[config.mk]
export PLATFORM = sky130hd
export DESIGN_NAME = mabi_bus_if
export DESIGN_NICKNAME = d
export VERILOG_FILES = /design/src/core/mabi_pkg.sv /design/src/core/mabi_bus_if.sv
export SDC_FILE = /design/constraint.sdc
export NUM_CORES = 1
export LEC_CHECK = 0
export BUFFER_PORTS_ARGS = -buffer_cell sky130_fd_sc_hd__buf_2
export CAP_MARGIN = 25
export CORE_MARGIN = 1.5
export CORE_UTILIZATION = 40
export CTS_CLUSTER_SIZE = 14
export DETAILED_ROUTE_END_ITERATION = 10
export PLACE_DENSITY = 0.7
export REMOVE_ABC_BUFFERS = 1
export SLEW_MARGIN = 0
export SYNTH_ARGS = -nofsm -noshare
export SYNTH_HDL_FRONTEND = slang
export SYNTH_SLANG_ARGS = --single-unit
export TNS_END_PERCENT = 30
[constraint.sdc]
create_clock -name mclk -period 3.6 [get_ports mclk]
set_input_delay 0.54 -clock mclk [delete_from_list [all_inputs] [get_ports mclk]]
set_output_delay 0.54 -clock mclk [all_outputs]
set_load 0.02 [all_outputs]
[src/core/mabi_pkg.sv]
// Package for the multiplexed address/data bus interface: constants and carriers
package mabi_pkg;

  // ----------------------------------------------------------------
  // Register map (AXI4-Lite byte addresses)
  // ----------------------------------------------------------------
  localparam logic [3:0] ADDR_CTRL = 4'h0;    // Control: read strobe hold, byte order
  localparam logic [3:0] ADDR_STAT = 4'h4;    // Status: reset options, busy
  localparam int CTRL_HOLD_BIT = 0;           // Hold byte strobes inactive on reads
  localparam int CTRL_BIGEND_BIT = 1;         // Big-endian byte ordering
  localparam logic [1:0] CTRL_RESET = 2'h0;   // Control reset value
  localparam logic [1:0] RESP_OKAY = 2'h0;    // AXI okay answer
  localparam logic [1:0] RESP_SLVERR = 2'h2;  // AXI answer for unmapped address

  // ----------------------------------------------------------------
  // Port widths and datum sizes
  // ----------------------------------------------------------------
  localparam logic [1:0] PORT_W32 = 2'h0;     // 32-bit memory port
  localparam logic [1:0] PORT_W16 = 2'h1;     // 16-bit memory port
  localparam logic [1:0] PORT_W8 = 2'h2;      // 8-bit memory port
  localparam logic [1:0] SIZE_BYTE = 2'h0;    // Byte datum
  localparam logic [1:0] SIZE_HALF = 2'h1;    // Halfword datum
  localparam logic [1:0] SIZE_WORD = 2'h2;    // Word datum
  localparam logic [3:0] STROBES_OFF = 4'hf;  // All byte strobes inactive
  localparam logic [2:0] BURST_WORDS = 3'h4;  // Words in a burst read

  // ----------------------------------------------------------------
  // Carriers
  // ----------------------------------------------------------------
  // One transfer request from the core
  typedef struct packed {
    logic [31:0] addr;    // Full byte address
    logic [31:0] wdata;   // Store data, right aligned
    logic [1:0] size;     // Datum size
    logic [1:0] portW;    // Width of addressed memory port
    logic write;          // Write when set
    logic burst;          // Four-word read when set
    logic cacheMiss;      // Read caused by cache miss
    logic instr;          // Instruction reference
  } mabi_req_s;

  // Sampled reset options from the low address pins
  typedef struct packed {
    logic extended_address_hold_option;    // extended_address_hold_option
    logic reserved_high_option;   // reserved_high_option
    logic bootRom8;       // boot_rom_eight_bit_option
    logic bootRom16;      // boot_rom_sixteen_bit_option
  } mabi_opts_s;

  // Bus sequencer states
  typedef enum logic [1:0] {ST_IDLE, ST_ADDR, ST_DATA} mabi_state_e;

endpackage : mabi_pkg

[src/core/mabi_bus_if.sv]
// Multiplexed address/data bus interface: sequencer, read buffer and register slave
// Functional notes
// Four active-low byte strobes during address phase
// Strobes meaningful only for 32-bit ports
// Control bit holds strobes inactive on reads
// Latched strobes usable as write enables
// Address bits 31:4 in address phase
// Address latch output marks capture time
// Write phase drives data from write buffer
// Reads return one datum or four words
// Lanes chosen by size, port width, ordering; read assembly ignores byte ordering
// Low address bits valid per port width
// Single transfers start exact, then increment
// Burst reads count from zero by width
// Low address pins sampled as reset options
// Diagnostic high on cache miss during address
// Diagnostic high for instruction in data slot
// Diagnostic undefined outside read cycles
// Address phase completes before data phase
//
// Design decisions made here: register access over AXI4-Lite and the placing of the registers.
`timescale 1ns/1ps

module mabi_bus_if (
  // Clock and reset
  input wire logic mclk,
  input wire logic rst_n,
  // Core request side
  input wire logic reqValid,
  output logic reqReady,
  input wire mabi_pkg::mabi_req_s req,
  // Read data towards the core
  output logic rdValid,
  input wire logic rdReady,
  output logic [31:0] rdData,
  // Shared address/data pins
  input wire logic [31:0] adIn,
  output logic [31:0] adOut,
  output logic adOe,
  // Low address pins
  input wire logic [3:0] lowAddrIn,
  output logic [3:0] lowAddrOut,
  output logic lowAddrOe,
  // Bus control
  output logic addrLatch,
  output logic diag,
  input wire logic memAck,
  // AXI4-Lite slave
  input wire logic [3:0] awaddr,
  input wire logic awvalid,
  output logic awready,
  input wire logic [31:0] wdata,
  input wire logic [3:0] wstrb,
  input wire logic wvalid,
  output logic wready,
  output logic [1:0] bresp,
  output logic bvalid,
  input wire logic bready,
  input wire logic [3:0] araddr,
  input wire logic arvalid,
  output logic arready,
  output logic [31:0] rdata,
  output logic [1:0] rresp,
  output logic rvalid,
  input wire logic rready
);

  // ----------------------------------------------------------------
  // Helpers
  // ----------------------------------------------------------------
  // Bytes carried per beat for a port width
  function automatic logic [3:0] stepOf(input logic [1:0] pw);
    case (pw)
      mabi_pkg::PORT_W16: stepOf = 4'h2;
      mabi_pkg::PORT_W8: stepOf = 4'h1;
      default: stepOf = 4'h4;
    endcase
  endfunction : stepOf

  // Bytes in a datum
  function automatic logic [3:0] bytesOf(input logic [1:0] sz);
    case (sz)
      mabi_pkg::SIZE_BYTE: bytesOf = 4'h1;
      mabi_pkg::SIZE_HALF: bytesOf = 4'h2;
      default: bytesOf = 4'h4;
    endcase
  endfunction : bytesOf

  // Lowest byte lane a datum occupies; big-endian mirrors it so strobes and data agree
  function automatic logic [1:0] laneOf(input logic [1:0] sz, a, input logic bigEnd);
    laneOf = bigEnd ? 2'(2'h3 - a - 2'(bytesOf(sz) - 4'h1)) : a;
  endfunction : laneOf

  // Active-low byte strobes for a 32-bit port; lane 3 is bits 31:24
  function automatic logic [3:0] strobesOf(input logic [1:0] sz, input logic [1:0] a,
                                           input logic bigEnd);
    logic [3:0] m;
    m = 4'h0;
    case (sz)
      mabi_pkg::SIZE_BYTE: m = 4'h1 << laneOf(sz, a, bigEnd);
      mabi_pkg::SIZE_HALF: m = 4'h3 << laneOf(sz, a, bigEnd);
      default: m = 4'hf;
    endcase
    strobesOf = ~m;
  endfunction : strobesOf

  // ----------------------------------------------------------------
  // State
  // ----------------------------------------------------------------
  typedef struct packed {
    mabi_pkg::mabi_state_e st;   // Sequencer state
    mabi_pkg::mabi_req_s cur;    // Transfer in progress
    logic [3:0] low;             // Low address counter
    logic [3:0] left;            // Bytes left of current datum
    logic [2:0] words;           // Burst words left
    logic [31:0] asm_;           // Read assembly word
    logic [31:0] b0;             // Read buffer entry 0
    logic [31:0] b1;             // Read buffer entry 1
    logic [1:0] cnt;             // Buffer occupancy
    logic [1:0] ctrl;            // Control register
    mabi_pkg::mabi_opts_s opts;  // Sampled reset options
    logic [3:0] lowS1;           // Low address pin sync stage 1
    logic [3:0] lowS2;           // Low address pin sync stage 2
    logic [31:0] adS1;           // Bus input sync stage 1
    logic [31:0] adS2;           // Bus input sync stage 2
    logic ackS1;                 // Ack sync stage 1
    logic ackS2;                 // Ack sync stage 2
    logic awHave;                // Write address captured
    logic wHave;                 // Write data captured
    logic [3:0] awA;             // Captured write address
    logic [31:0] wD;             // Captured write data
    logic bV;                    // Write answer pending
    logic [1:0] bR;              // Write answer code
    logic rV;                    // Read answer pending
    logic [31:0] rD;             // Read answer data
    logic [1:0] rR;              // Read answer code
    logic [31:0] adO;            // Bus drive value
    logic adE;                   // Bus drive enable
    logic ale;                   // Address latch output
    logic dg;                    // Diagnostic output
  } mabi_state_s;

  mabi_state_s s_q;  // Registered state
  mabi_state_s s_d;  // Next state

  logic pushW;       // A finished read word enters the buffer
  logic popW;        // Core takes a word
  logic [3:0] step;  // Current beat width in bytes
  logic ackNow;      // Synchronised memory acknowledge

  assign step = stepOf(s_q.cur.portW);
  assign ackNow = s_q.ackS2;
  assign popW = (s_q.cnt != 2'h0) && rdReady;

  // ----------------------------------------------------------------
  // Next-state logic
  // ----------------------------------------------------------------
  // Whole block in one pass; bus sequencer, buffer and register slave
  always_comb
  begin
    s_d = s_q;
    pushW = 1'b0;
    // Pins from outside pass two flip-flops before use
    s_d.lowS1 = lowAddrIn;
    s_d.lowS2 = s_q.lowS1;
    s_d.adS1 = adIn;
    s_d.adS2 = s_q.adS1;
    s_d.ackS1 = memAck;
    s_d.ackS2 = s_q.ackS1;
    s_d.ale = 1'b0;
    case (s_q.st)
      mabi_pkg::ST_IDLE:
      begin
        // Wait for a request; one cycle of address phase follows
        if (reqValid)
        begin
          s_d.cur = req;
          s_d.st = mabi_pkg::ST_ADDR;
          s_d.adE = 1'b1;
          s_d.ale = 1'b1;
          s_d.adO[31:4] = req.addr[31:4];
          // Strobes valid only for 32-bit ports; forced off on held reads
          s_d.adO[3:0] = mabi_pkg::STROBES_OFF;
          if (req.portW == mabi_pkg::PORT_W32 && (req.write || !s_q.ctrl[mabi_pkg::CTRL_HOLD_BIT]))
            s_d.adO[3:0] = strobesOf(req.size, req.addr[1:0],
                                     s_q.ctrl[mabi_pkg::CTRL_BIGEND_BIT]);
          s_d.dg = req.cacheMiss;
          // Burst counts from zero, single transfers start at target
          s_d.low = req.burst && !req.write ? 4'h0 : req.addr[3:0];
          s_d.left = bytesOf(req.size);
          s_d.words = mabi_pkg::BURST_WORDS;
          s_d.asm_ = 32'h0;
        end
      end
      mabi_pkg::ST_ADDR:
      begin
        // Address phase finished before data moves                        // R17
        s_d.st = mabi_pkg::ST_DATA;
        s_d.dg = s_q.cur.instr;
        if (s_q.cur.write)
          s_d.adO = s_q.cur.wdata << {laneOf(s_q.cur.size, s_q.low[1:0],
            s_q.ctrl[mabi_pkg::CTRL_BIGEND_BIT]), 3'h0};
        else
          s_d.adE = 1'b0;
      end
      mabi_pkg::ST_DATA:
      begin
        // Each acknowledged beat advances the low address, except a read beat while the buffer holds two words
        if (ackNow && (s_q.cur.write || s_q.cnt != 2'h2))
        begin
          s_d.low = 4'(s_q.low + step);
          if (!s_q.cur.write)
            s_d.asm_ = s_q.asm_ | ((s_q.adS2 >> {s_q.low[1:0], 3'h0})
                                    << {2'(s_q.low[1:0] - s_q.cur.addr[1:0]), 3'h0});
          if (s_q.cur.burst && !s_q.cur.write)
          begin
            // Word complete when the counter crosses a word boundary
            if (s_q.low[1:0] + step[1:0] == 2'h0 || step == 4'h4)
            begin
              pushW = 1'b1;
              s_d.asm_ = 32'h0;
              s_d.words = 3'(s_q.words - 3'h1);
              if (s_q.words == 3'h1)
                s_d.st = mabi_pkg::ST_IDLE;
            end
          end
          else if (s_q.left <= step)
          begin
            pushW = !s_q.cur.write;
            s_d.st = mabi_pkg::ST_IDLE;
            s_d.adE = 1'b0;
          end
          else
          begin
            s_d.left = 4'(s_q.left - step);
            s_d.adO = s_q.cur.wdata >> {4'(bytesOf(s_q.cur.size) - s_q.left + step), 3'h0};
          end
        end
      end
      default: s_d.st = mabi_pkg::ST_IDLE;
    endcase
    // Two-entry read buffer; the sequencer stalls acks when full
    if (popW)
      s_d.b0 = s_q.b1;
    if (pushW)
    begin
      if (s_q.cnt == 2'h0 || (s_q.cnt == 2'h1 && popW))
        s_d.b0 = s_d.st == mabi_pkg::ST_IDLE && !s_q.cur.burst ? s_d.asm_ | s_q.asm_ : s_q.asm_
                 | ((s_q.adS2 >> {s_q.low[1:0], 3'h0}) << {2'(s_q.low[1:0] - s_q.cur.addr[1:0]), 3'h0});
      else
        s_d.b1 = s_q.asm_ | ((s_q.adS2 >> {s_q.low[1:0], 3'h0})
                              << {2'(s_q.low[1:0] - s_q.cur.addr[1:0]), 3'h0});
    end
    s_d.cnt = 2'(s_q.cnt + {1'b0, pushW} - {1'b0, popW});
    // Register slave: write address and data in either order
    if (awvalid && !s_q.awHave)
    begin
      s_d.awHave = 1'b1;
      s_d.awA = awaddr;
    end
    if (wvalid && !s_q.wHave)
    begin
      s_d.wHave = 1'b1;
      s_d.wD = wstrb[0] ? wdata : {30'h0, s_q.ctrl}; // Strobe taken with data; off keeps control
    end
    if (s_q.awHave && s_q.wHave && !s_q.bV)
    begin
      s_d.awHave = 1'b0;
      s_d.wHave = 1'b0;
      s_d.bV = 1'b1;
      s_d.bR = mabi_pkg::RESP_SLVERR;
      if (s_q.awA == mabi_pkg::ADDR_CTRL)
      begin
        s_d.bR = mabi_pkg::RESP_OKAY;
        s_d.ctrl = s_q.wD[1:0];
      end
      else if (s_q.awA == mabi_pkg::ADDR_STAT)
        s_d.bR = mabi_pkg::RESP_OKAY;
    end
    if (s_q.bV && bready)
      s_d.bV = 1'b0;
    // Read channel answers one cycle after the address is taken
    if (arvalid && !s_q.rV)
    begin
      s_d.rV = 1'b1;
      s_d.rR = mabi_pkg::RESP_OKAY;
      if (araddr == mabi_pkg::ADDR_CTRL)
        s_d.rD = {30'h0, s_q.ctrl};
      else if (araddr == mabi_pkg::ADDR_STAT)
        s_d.rD = {27'h0, s_q.st != mabi_pkg::ST_IDLE, s_q.opts};
      else
      begin
        s_d.rD = 32'h0;
        s_d.rR = mabi_pkg::RESP_SLVERR;
      end
    end
    else if (s_q.rV && rready)
      s_d.rV = 1'b0;
  end

  // ----------------------------------------------------------------
  // State register
  // ----------------------------------------------------------------
  // Synchronous reset; options keep sampling the pins while reset is held
  always_ff @(posedge mclk)
  begin
    if (!rst_n)
    begin
      s_q <= '0;
      s_q.st <= mabi_pkg::ST_IDLE;
      s_q.ctrl <= mabi_pkg::CTRL_RESET;
      s_q.lowS1 <= lowAddrIn;
      s_q.lowS2 <= s_q.lowS1;
      s_q.opts <= s_q.lowS2;
    end
    else
      s_q <= s_d;
  end

  // ----------------------------------------------------------------
  // Outputs
  // ----------------------------------------------------------------
  assign reqReady = (s_q.st == mabi_pkg::ST_IDLE) && rst_n;
  assign rdValid = s_q.cnt != 2'h0;
  assign rdData = s_q.b0;
  assign adOut = s_q.adO;
  assign adOe = s_q.adE;
  assign lowAddrOut = s_q.low;
  assign lowAddrOe = rst_n;
  assign addrLatch = s_q.ale;
  assign diag = s_q.dg;
  assign awready = !s_q.awHave;
  assign wready = !s_q.wHave;
  assign bvalid = s_q.bV;
  assign bresp = s_q.bR;
  assign arready = !s_q.rV;
  assign rvalid = s_q.rV;
  assign rdata = s_q.rD;
  assign rresp = s_q.rR;

endmodule : mabi_bus_if

==> results summary, run 1 <==
The share of synthesized area occupied by flip-flops and latches is 0.394. Internal power comes to between 6 and 7 mW. The worst supply voltage drop on vdd came out at between 300 and 400 µV. The synthesized design spends more area on one cell type than any other, namely dfxtp_1. Dividing the final minimum period by the clock period gives 0.912. The worst setup path is captured at a flip-flop.

In the global route stage, overall resource usage came out at 0.198. The switching part of the total power came out at 0.357. The post-detailed-route via-to-cell ratio came out at approximately 5.5.

After filler insertion, the fill cell instance count of the layout stands at between 3000 and 4000. The synthesized design contains 4 enable-type register cells. The type of the worst setup path is reg2reg. The most numerous cell in the Yosys netlist is dfxtp_1.

The number of buffers and inverters on the critical path is 4. The area of the core is 35700 µm². The initial utilization of the core area, before any placement, comes to 0.407. The final reports fail on design-rule violations.

In this run, post-CTS repair resized a total of 0 instances. During synthesis, Yosys emitted a total of 0 warnings. The first-iteration detailed-routing DRC count came out at 840. The total standard cell area after synthesis is roughly 15000 µm². The proportion of synthesized flip-flops having asynchronous set or reset came out at 0. The path class of the tightest hold or removal check is in2reg. For this run, the leading register cell type out of synthesis is dfxtp_1. Buffers placed on the I/O ports in this run total between 200 and 250. The total placed instance area came out at around 15000 µm². Dividing the synthesized area by the synthesized cell count gives slightly below 9 µm². The worst setup path is launched from a flip-flop.

In this run the worst path has a maximum fanout of 6. The cell at the slowest stage of the critical path is fa_1. In the post-synthesis netlist, the biggest area contributors are dfxtp_1 39%, buf_4 6.0%, a21oi_1 5.5%, nand2_1 5.4%, mux2i_1 4.1%. The routed length per instance came out at roughly 17 µm. The DRC violation count after routing is 24.

The CTS clock-pin slew for the worst setup and hold paths came out at 0.06 ns. Traced cell by cell, the critical path runs through inv_1, ha_1, inv_1, fa_1, inv_1, ha_1, a21oi_1, and3_1, o211ai_1, nor3b_2, buf_4, a22oi_1, a21oi_1. The standby leakage power is between 6 and 7 nW. The combinational share of power is 0.332.

The required time reported for the critical path endpoint is 4.10 ns. Of the post-synthesis cell area, the dominant cell type holds 0.386. The later pin in the worst-skew pair is clocked with a latency of just under 0.6 ns. The total via count in the routed design came out at between 10000 and 15000. The worst register-to-register path has a setup slack of 0.32 ns. The number of top-level design ports came out at ~280.

Derived from the worst setup path, the maximum achievable clock frequency is roughly 300 MHz. After synthesis, the most frequently instantiated cells are 280 x dfxtp_1, 208 x nand2_1, 161 x a21oi_1. The TritonCTS clock tree is yes. The cell seen most often among critical-path stages is inv_1.

The proportion of power drawn by flip-flops and latches is 0.353. The slew at the pin with the worst max-slew slack is between 1 and 1.5 ns. The net load switching power came out at 3.72 mW. The sink count of the clock tree came out at 284. The sum of routed wire length over all layers came out at 38.1 mm.

The data arrival time of the critical path is about 3.8 ns. The area overhead of the layout relative to synthesis came out at 12.5%. The hold violation count in the final report is 0.

The die is a little under 200 µm tall. The deepest clock path buffer count is 3. The post-detailed-placement half-perimeter wirelength is 26.1 mm.

The worst clock skew on the final layout is about 0.018 ns. The aggregate global routing overflow is 0. The first global-routing pass estimated roughly 60 mm of wire. The cell area power density came out at 639 nW/µm². The via count of the first global-routing pass was 11600. The count of final setup violators is 0. Synthesis produced a netlist whose cell count is between 1500 and 2000.

The initial antenna violation count is 5. After routing the design area is 16300 µm². The number of distinct library cells after synthesis came out at 80. The CTS buffer count is 31.

The number of buffers inserted to repair setup after CTS came out at 0. The proportion of power drawn by the clock network is 0.315. The worst slew margin relative to its limit came out at 0.327. The horizontal die dimension came out at approximately 190 µm. The final net count is 1947. The number of core rows is a little under 70. The final-report max-slew violation count came out at 0.

Setup repair after global routing left no endpoint under its margin. The total of max-cap violations is 0. The largest net degree at the start of global routing is about 150. The run finished, with violations left. The library cell used as clock root buffer is clkbuf_16. The largest single stage delay on the critical path is between 0.5 and 0.6 ns. The number of H-tree levels is 1.

The residual antenna-violating net count after detailed routing is 0. The setup TNS after final layout came out at 0 ns. The layout cell share with drive strength beyond 1 is 0.212. The kind of cell with the highest combined delay along the critical path is adder cells.

The number of iterations in the first detailed-routing pass came out at 10. After synthesis the netlist holds a flip-flop and latch count of between 200 and 300. The worst path in the final design needs a cycle of about 3.3 ns, including I/O delays and setup.

The number of buffers added to fix hold violations after cts is 0. The die covers 37500 µm². The routability congestion estimate is between 0.8 and 0.9.
## metrics by stage
step	instances	hold WS, ns	util	total power, mW	setup WS, ns
after floorplan	1474	0.310	-	6.01	-1.26
after global placement	2184	0.311	0.428	7.10	0.331
after detailed placement	2184	0.314	0.428	7.18	0.285
after CTS	2240	0.0369	0.457	10.5	0.258
after global routing	2241	0.0476	0.458	11.0	0.0931
final	2247	0.0710	0.458	10.4	0.317
## worst register-to-register path, cell delays in order, from the launching register on
cell	delay (ns)
dfxtp_1	0.36
inv_1	0.06
ha_1	0.36
inv_1	0.10
fa_1	0.51
inv_1	0.04
ha_1	0.31
a21oi_1	0.23
and3_1	0.24
o211ai_1	0.13
nor3b_2	0.35
buf_4	0.24
a22oi_1	0.10
a21oi_1	0.18
## sequential cells by signal, summed over array words and instances (netlist names)
signal / cells
s_q: 162
s_d: 41
adOut: 32
rdData: 32
rdata: 5
lowAddrOut: 4
ackNow: 1
adOe: 1
addrLatch: 1
bresp: 1
bvalid: 1
diag: 1
rresp: 1
rvalid: 1
## metal layers
metal  global-route usage  part of all wire  vias to the layer above  wire, µm
met4               0.0531             0.020                        2       750
met1                0.255              0.43                     5852     16500
met2                0.333              0.47                      430     17900
met5                    0           0.00018                        -         7
met3               0.0420             0.076                       54      2920
li1                     -                 -                     5927         -
## power groups by stage
stage	registers, mW	logic (mW)	clock network [mW]
floorplan	3.91	2.10	0
global placement	3.73	3.37	0
detailed placement	3.73	3.44	0
CTS	3.67	3.46	3.36
global route	3.71	3.78	3.49
finish	3.68	3.46	3.29
## cell usage in the layout (no fill, tap or decap), types with 6 or more instances in the layout
| cell | netlist | final |
|---|---|---|
| a31oi_1 | 26 | 26 |
| buf_12 | 0 | 7 |
| nand2_1 | 208 | 208 |
| buf_4 | 116 | 30 |
| a211oi_2 | 13 | 13 |
| nand2b_1 | 11 | 11 |
| o211ai_1 | 8 | 8 |
| and2_1 | 76 | 76 |
| clkbuf_16 | 0 | 31 |
| a221oi_1 | 13 | 13 |
| a2bb2oi_1 | 9 | 9 |
| ha_1 | 23 | 23 |
| nor2_1 | 124 | 124 |
| a221oi_2 | 10 | 10 |
| conb_1 | 1 | 29 |
| a21oi_1 | 161 | 161 |
| clkbuf_1 | 72 | 9 |
| nor2b_1 | 20 | 19 |
| inv_1 | 32 | 32 |
| o21ai_1 | 54 | 54 |
| and3_1 | 20 | 19 |
| mux2_2 | 14 | 14 |
| mux2_1 | 19 | 19 |
| a311oi_1 | 6 | 6 |
| a32oi_1 | 10 | 10 |
| mux4_2 | 18 | 18 |
| a211oi_1 | 29 | 29 |
| dfxtp_1 | 280 | 280 |
| diode_2 | 0 | 6 |
| nor3_1 | 25 | 25 |
| buf_2 | 32 | 213 |
| mux2i_1 | 59 | 59 |
| nand3_1 | 30 | 30 |
| o21ai_0 | 42 | 42 |
## worst paths after layout
kind,startpoint,endpoint,depth (start not counted)
setup / recovery,s_q[304]$_SDFFE_PN0P_,adOut[24]$_SDFFE_PN0P_,13
hold reg to reg,s_d[180]$_DFF_P_,s_q[180]$_DFF_P_,0
hold / removal,lowAddrIn[2],s_d[179]$_DFF_P_,1
setup reg to reg,s_q[304]$_SDFFE_PN0P_,adOut[24]$_SDFFE_PN0P_,13
## kinds of logic (layout without fill, tap and decap cells)
logic type	count (synthesis)	count (layout)	synth area share
other	1	35	0.000258
multiplexers	112	112	0.0961
AND/OR/NAND/NOR	541	541	0.174
buffers and inverters	267	341	0.104
flip-flops	284	284	0.394
AO/OA/AOI/OAI	432	432	0.196
XOR/XNOR	13	13	0.00887
adder cells (fa/ha/maj)	28	28	0.0267
## area by class of cell
| type | count | area, µm² | share of cell area |
|---|---|---|---|
| antenna | 6 | 15.0 | 0.000919 |
| clock buffer | 42 | 837 | 0.0513 |
| clock inverter | 14 | 208 | 0.0127 |
| inverter | 35 | 134 | 0.00820 |
| multi-input combinational | 1155 | 7400 | 0.453 |
| sequential | 284 | 5730 | 0.351 |
| tap | 461 | 577 | 0.0353 |
| timing repair buffer | 250 | 1430 | 0.0876 |
Note: power is estimated with default switching activity, not from simulation.
==> run 2, diff against run 1 <==
==> constraint.sdc (replaced) <==
create_clock -name mclk -period 3.3 [get_ports mclk]
set_input_delay 0.495 -clock mclk [delete_from_list [all_inputs] [get_ports mclk]]
set_output_delay 0.495 -clock mclk [all_outputs]
set_load 0.02 [all_outputs]
==> run 2 against run 1 <==
Compared with the run above:
- the run still ends with design-rule violations left
- cell area grew 0.80%
- clock power rose by 12%
- setup slack got worse by 0.15 ns
- first-iteration DRC count is 0.71% higher
- utilization grew 0.37 points
- sequential share of layout area is 0.28 points lower
- worst hold slack improved by 0.0098 ns
- sequential power up 9.0%
- critical path type unchanged
- largest power group unchanged
==> results summary, run 2 (synthesis gave the netlist of run 1 again) <==
The number of cells in the design after placement came out at about 2200. The maximum clock frequency came out at between 300 and 400 MHz. Clock-pin slew was measured on the worst setup and hold paths at approximately 0.06 ns. In the final layout, the multi-input gates occupy ~7400 µm².

Hold is met by ~0.08 ns. The horizontal die dimension is about 190 µm. The final reports fail on design-rule violations.

The cell area after layout is roughly 16000 µm². The standby leakage power is 6.90 nW. The total via count in the routed design is 12400. Max-cap violations in this run came to 0. The number of core rows came out at roughly 70. The die covers approximately 37000 µm².

The library cell used most frequently in the layout, excluding fill and tap cells, is dfxtp_1. The cell area power density is between 700 and 800 nW/µm². STA classifies the critical path startpoint as a flip-flop.

CTS saw 284 sinks. The first-pass GRT wire length is ~62 mm. The number of flip-flops under the largest register name is 162. The number of buffers added to fix hold violations after cts is 0.

Setup repair after global routing left no endpoint under its margin. In this run the worst hold path is classified as in2reg. The detailed router finished its first iteration with 846 violations.

The deepest clock path buffer count is 3. Relative to the synthesized area, the layout overhead comes to 13.4%. In this run the critical register-to-register path is captured at adOut[11]$_SDFFE_PN0P_. The count of final setup violators is 0. The TritonCTS clock tree is yes. The root buffer cell chosen for the clock tree is clkbuf_16.

Across the routed clock network, the largest skew measured is around 0.024 ns. The routability congestion estimate is around 0.85. The overall power of the completed layout came out at about 12 mW. The final net count came out at approximately 2000. The worst-case IR drop observed on VDD is 397 µV. The required time reported for the critical path endpoint came out at around 3.7 ns. The initial antenna violation count was 6. The CTS buffer count is 34. The slew at the pin with the worst max-slew slack is ~0.71 ns. The setup TNS after final layout is 0 ns. In the layout the commonest cells are 280 x dfxtp_1, 213 x buf_2, 208 x nand2_1. The timing startpoint of the critical path is s_q[304]$_SDFFE_PN0P_.

The initial cell density of the core is 0.407. The data arrival time of the critical path came out at 3.53 ns. The DRC violation count after routing came out at 24. The final cell count without fillers is 2257. After filler insertion, the fill cell instance count of the layout stands at approximately 3400. The final layout contains routed wiring with a total length of 38.7 mm. The hold violation count in the final report is 0. Of all nets on the critical path, the largest fanout is 18. In this run the critical register-to-register path is launched from s_q[304]$_SDFFE_PN0P_.

The number of H-tree levels is 2. Counting cells, the worst reg-to-reg path comes to 10. The number of port buffers is between 200 and 250. The number of top-level design ports came out at roughly 280.

The clock latency on the worst-skew pair came out at around 0.54 ns. The area of the core is roughly 36000 µm². The total placed instance area is roughly 15000 µm².

Entering global routing, the biggest net connects 94 pins. The residual antenna-violating net count after detailed routing is 0. s_q holds more flip-flops than any other register. The final-report max-slew violation count came to 0.

The post-detailed-route via-to-cell ratio is around 5.5. Across every metal layer, demand over resource in global routing totals 0.201. The type of the worst setup path is reg2reg.

The total area of sequential cells came out at between 5000 and 6000 µm². STA classifies the critical path endpoint as a flip-flop. The final critical-path share of the clock period is 0.949. The flop-to-flop setup slack came out at roughly 0.17 ns. The first TritonRoute pass finished after 8 iterations. The aggregate global routing overflow came out at 0. After legalization and detailed placement, the total HPWL measured 26.9 mm. The height of the chip came out at 194 µm. In the final layout, the share of cells above drive strength 1 is 0.220. Post-CTS timing repair inserted 0 buffers for setup. The shortest period the worst path allows is approximately 3.1 ns. The last element of the critical path is adOut[11]$_SDFFE_PN0P_.

The routed length per instance is about 17 µm. The number of gates resized after CTS was 0. The flow ran to the end, but the final reports show violations.

The worst slew margin relative to its limit is 0.523. The via count of the first global-routing pass is 12000.
run 2: cell types whose count changed in the layout (fill, tap and decap cells not counted), sizes merged:
cell,delta
clkbuf,+3
bufinv,-3
inv,-2
diode,-2
buf,+9
clkinv,+5
run 2: per-layer routing:
layer | vias to the layer above | wire, µm | global-route usage
li1 | 5944 | - | -
met3 | 86 | 3360 | 0.0575
met2 | 508 | 18100 | 0.327
met4 | 6 | 1010 | 0.0738
met5 | - | 34 | 0
met1 | 5871 | 16200 | 0.252
run 2: how the worst min path moves through the flow:
stage	from	to	slack (ns)	cells after the start
2_1_floorplan	s_d[177]$_DFF_P_	s_q[177]$_DFF_P_	0.31	0
3_3_place_gp	s_d[179]$_DFF_P_	s_q[179]$_DFF_P_	0.31	0
3_5_place_dp	s_d[178]$_DFF_P_	s_q[178]$_DFF_P_	0.31	0
4_1_cts	lowAddrIn[1]	s_d[178]$_DFF_P_	0.06	1
5_1_grt	lowAddrIn[3]	s_d[180]$_DFF_P_	0.07	1
6_report	lowAddrIn[3]	s_d[180]$_DFF_P_	0.08	1
run 2: area by class of cell:
| class | instances | area share |
|---|---|---|
| Multi-Input combinational cell | 1155 | 0.450 |
| Antenna cell | 4 | 0.000608 |
| Clock inverter | 14 | 0.00874 |
| Inverter | 35 | 0.00813 |
| Clock buffer | 45 | 0.0579 |
| Tap cell | 461 | 0.0350 |
| Timing Repair Buffer | 259 | 0.0918 |
| Sequential cell | 284 | 0.348 |
run 2: through the flow:
stage / util / setup slack, ns
finish: 0.462 / 0.168
detailed placement: 0.431 / 0.215
CTS: 0.461 / 0.200
global placement: 0.431 / 0.243
global route: 0.461 / 0.0147
floorplan: - / -1.56
run 2: worst max-delay path, stage by stage, from the launching register on:
cell,delay [ns]
dfxtp_1,0.36
inv_1,0.06
ha_1,0.23
ha_1,0.23
fa_1,0.43
nor2b_1,0.16
o31a_1,0.25
a31o_2,0.37
nand2_2,0.39
a221oi_1,0.42
a211oi_2,0.11
run 2: power by group:
| part | switching (mW) | leakage [nW] | internal (mW) |
|---|---|---|---|
| Combinational | 2.40 | 4.03 | 1.46 |
| Clock | 1.50 | 0.540 | 2.20 |
| Sequential | 0.261 | 2.33 | 3.75 |
| Total | 4.16 | 6.90 | 7.41 |
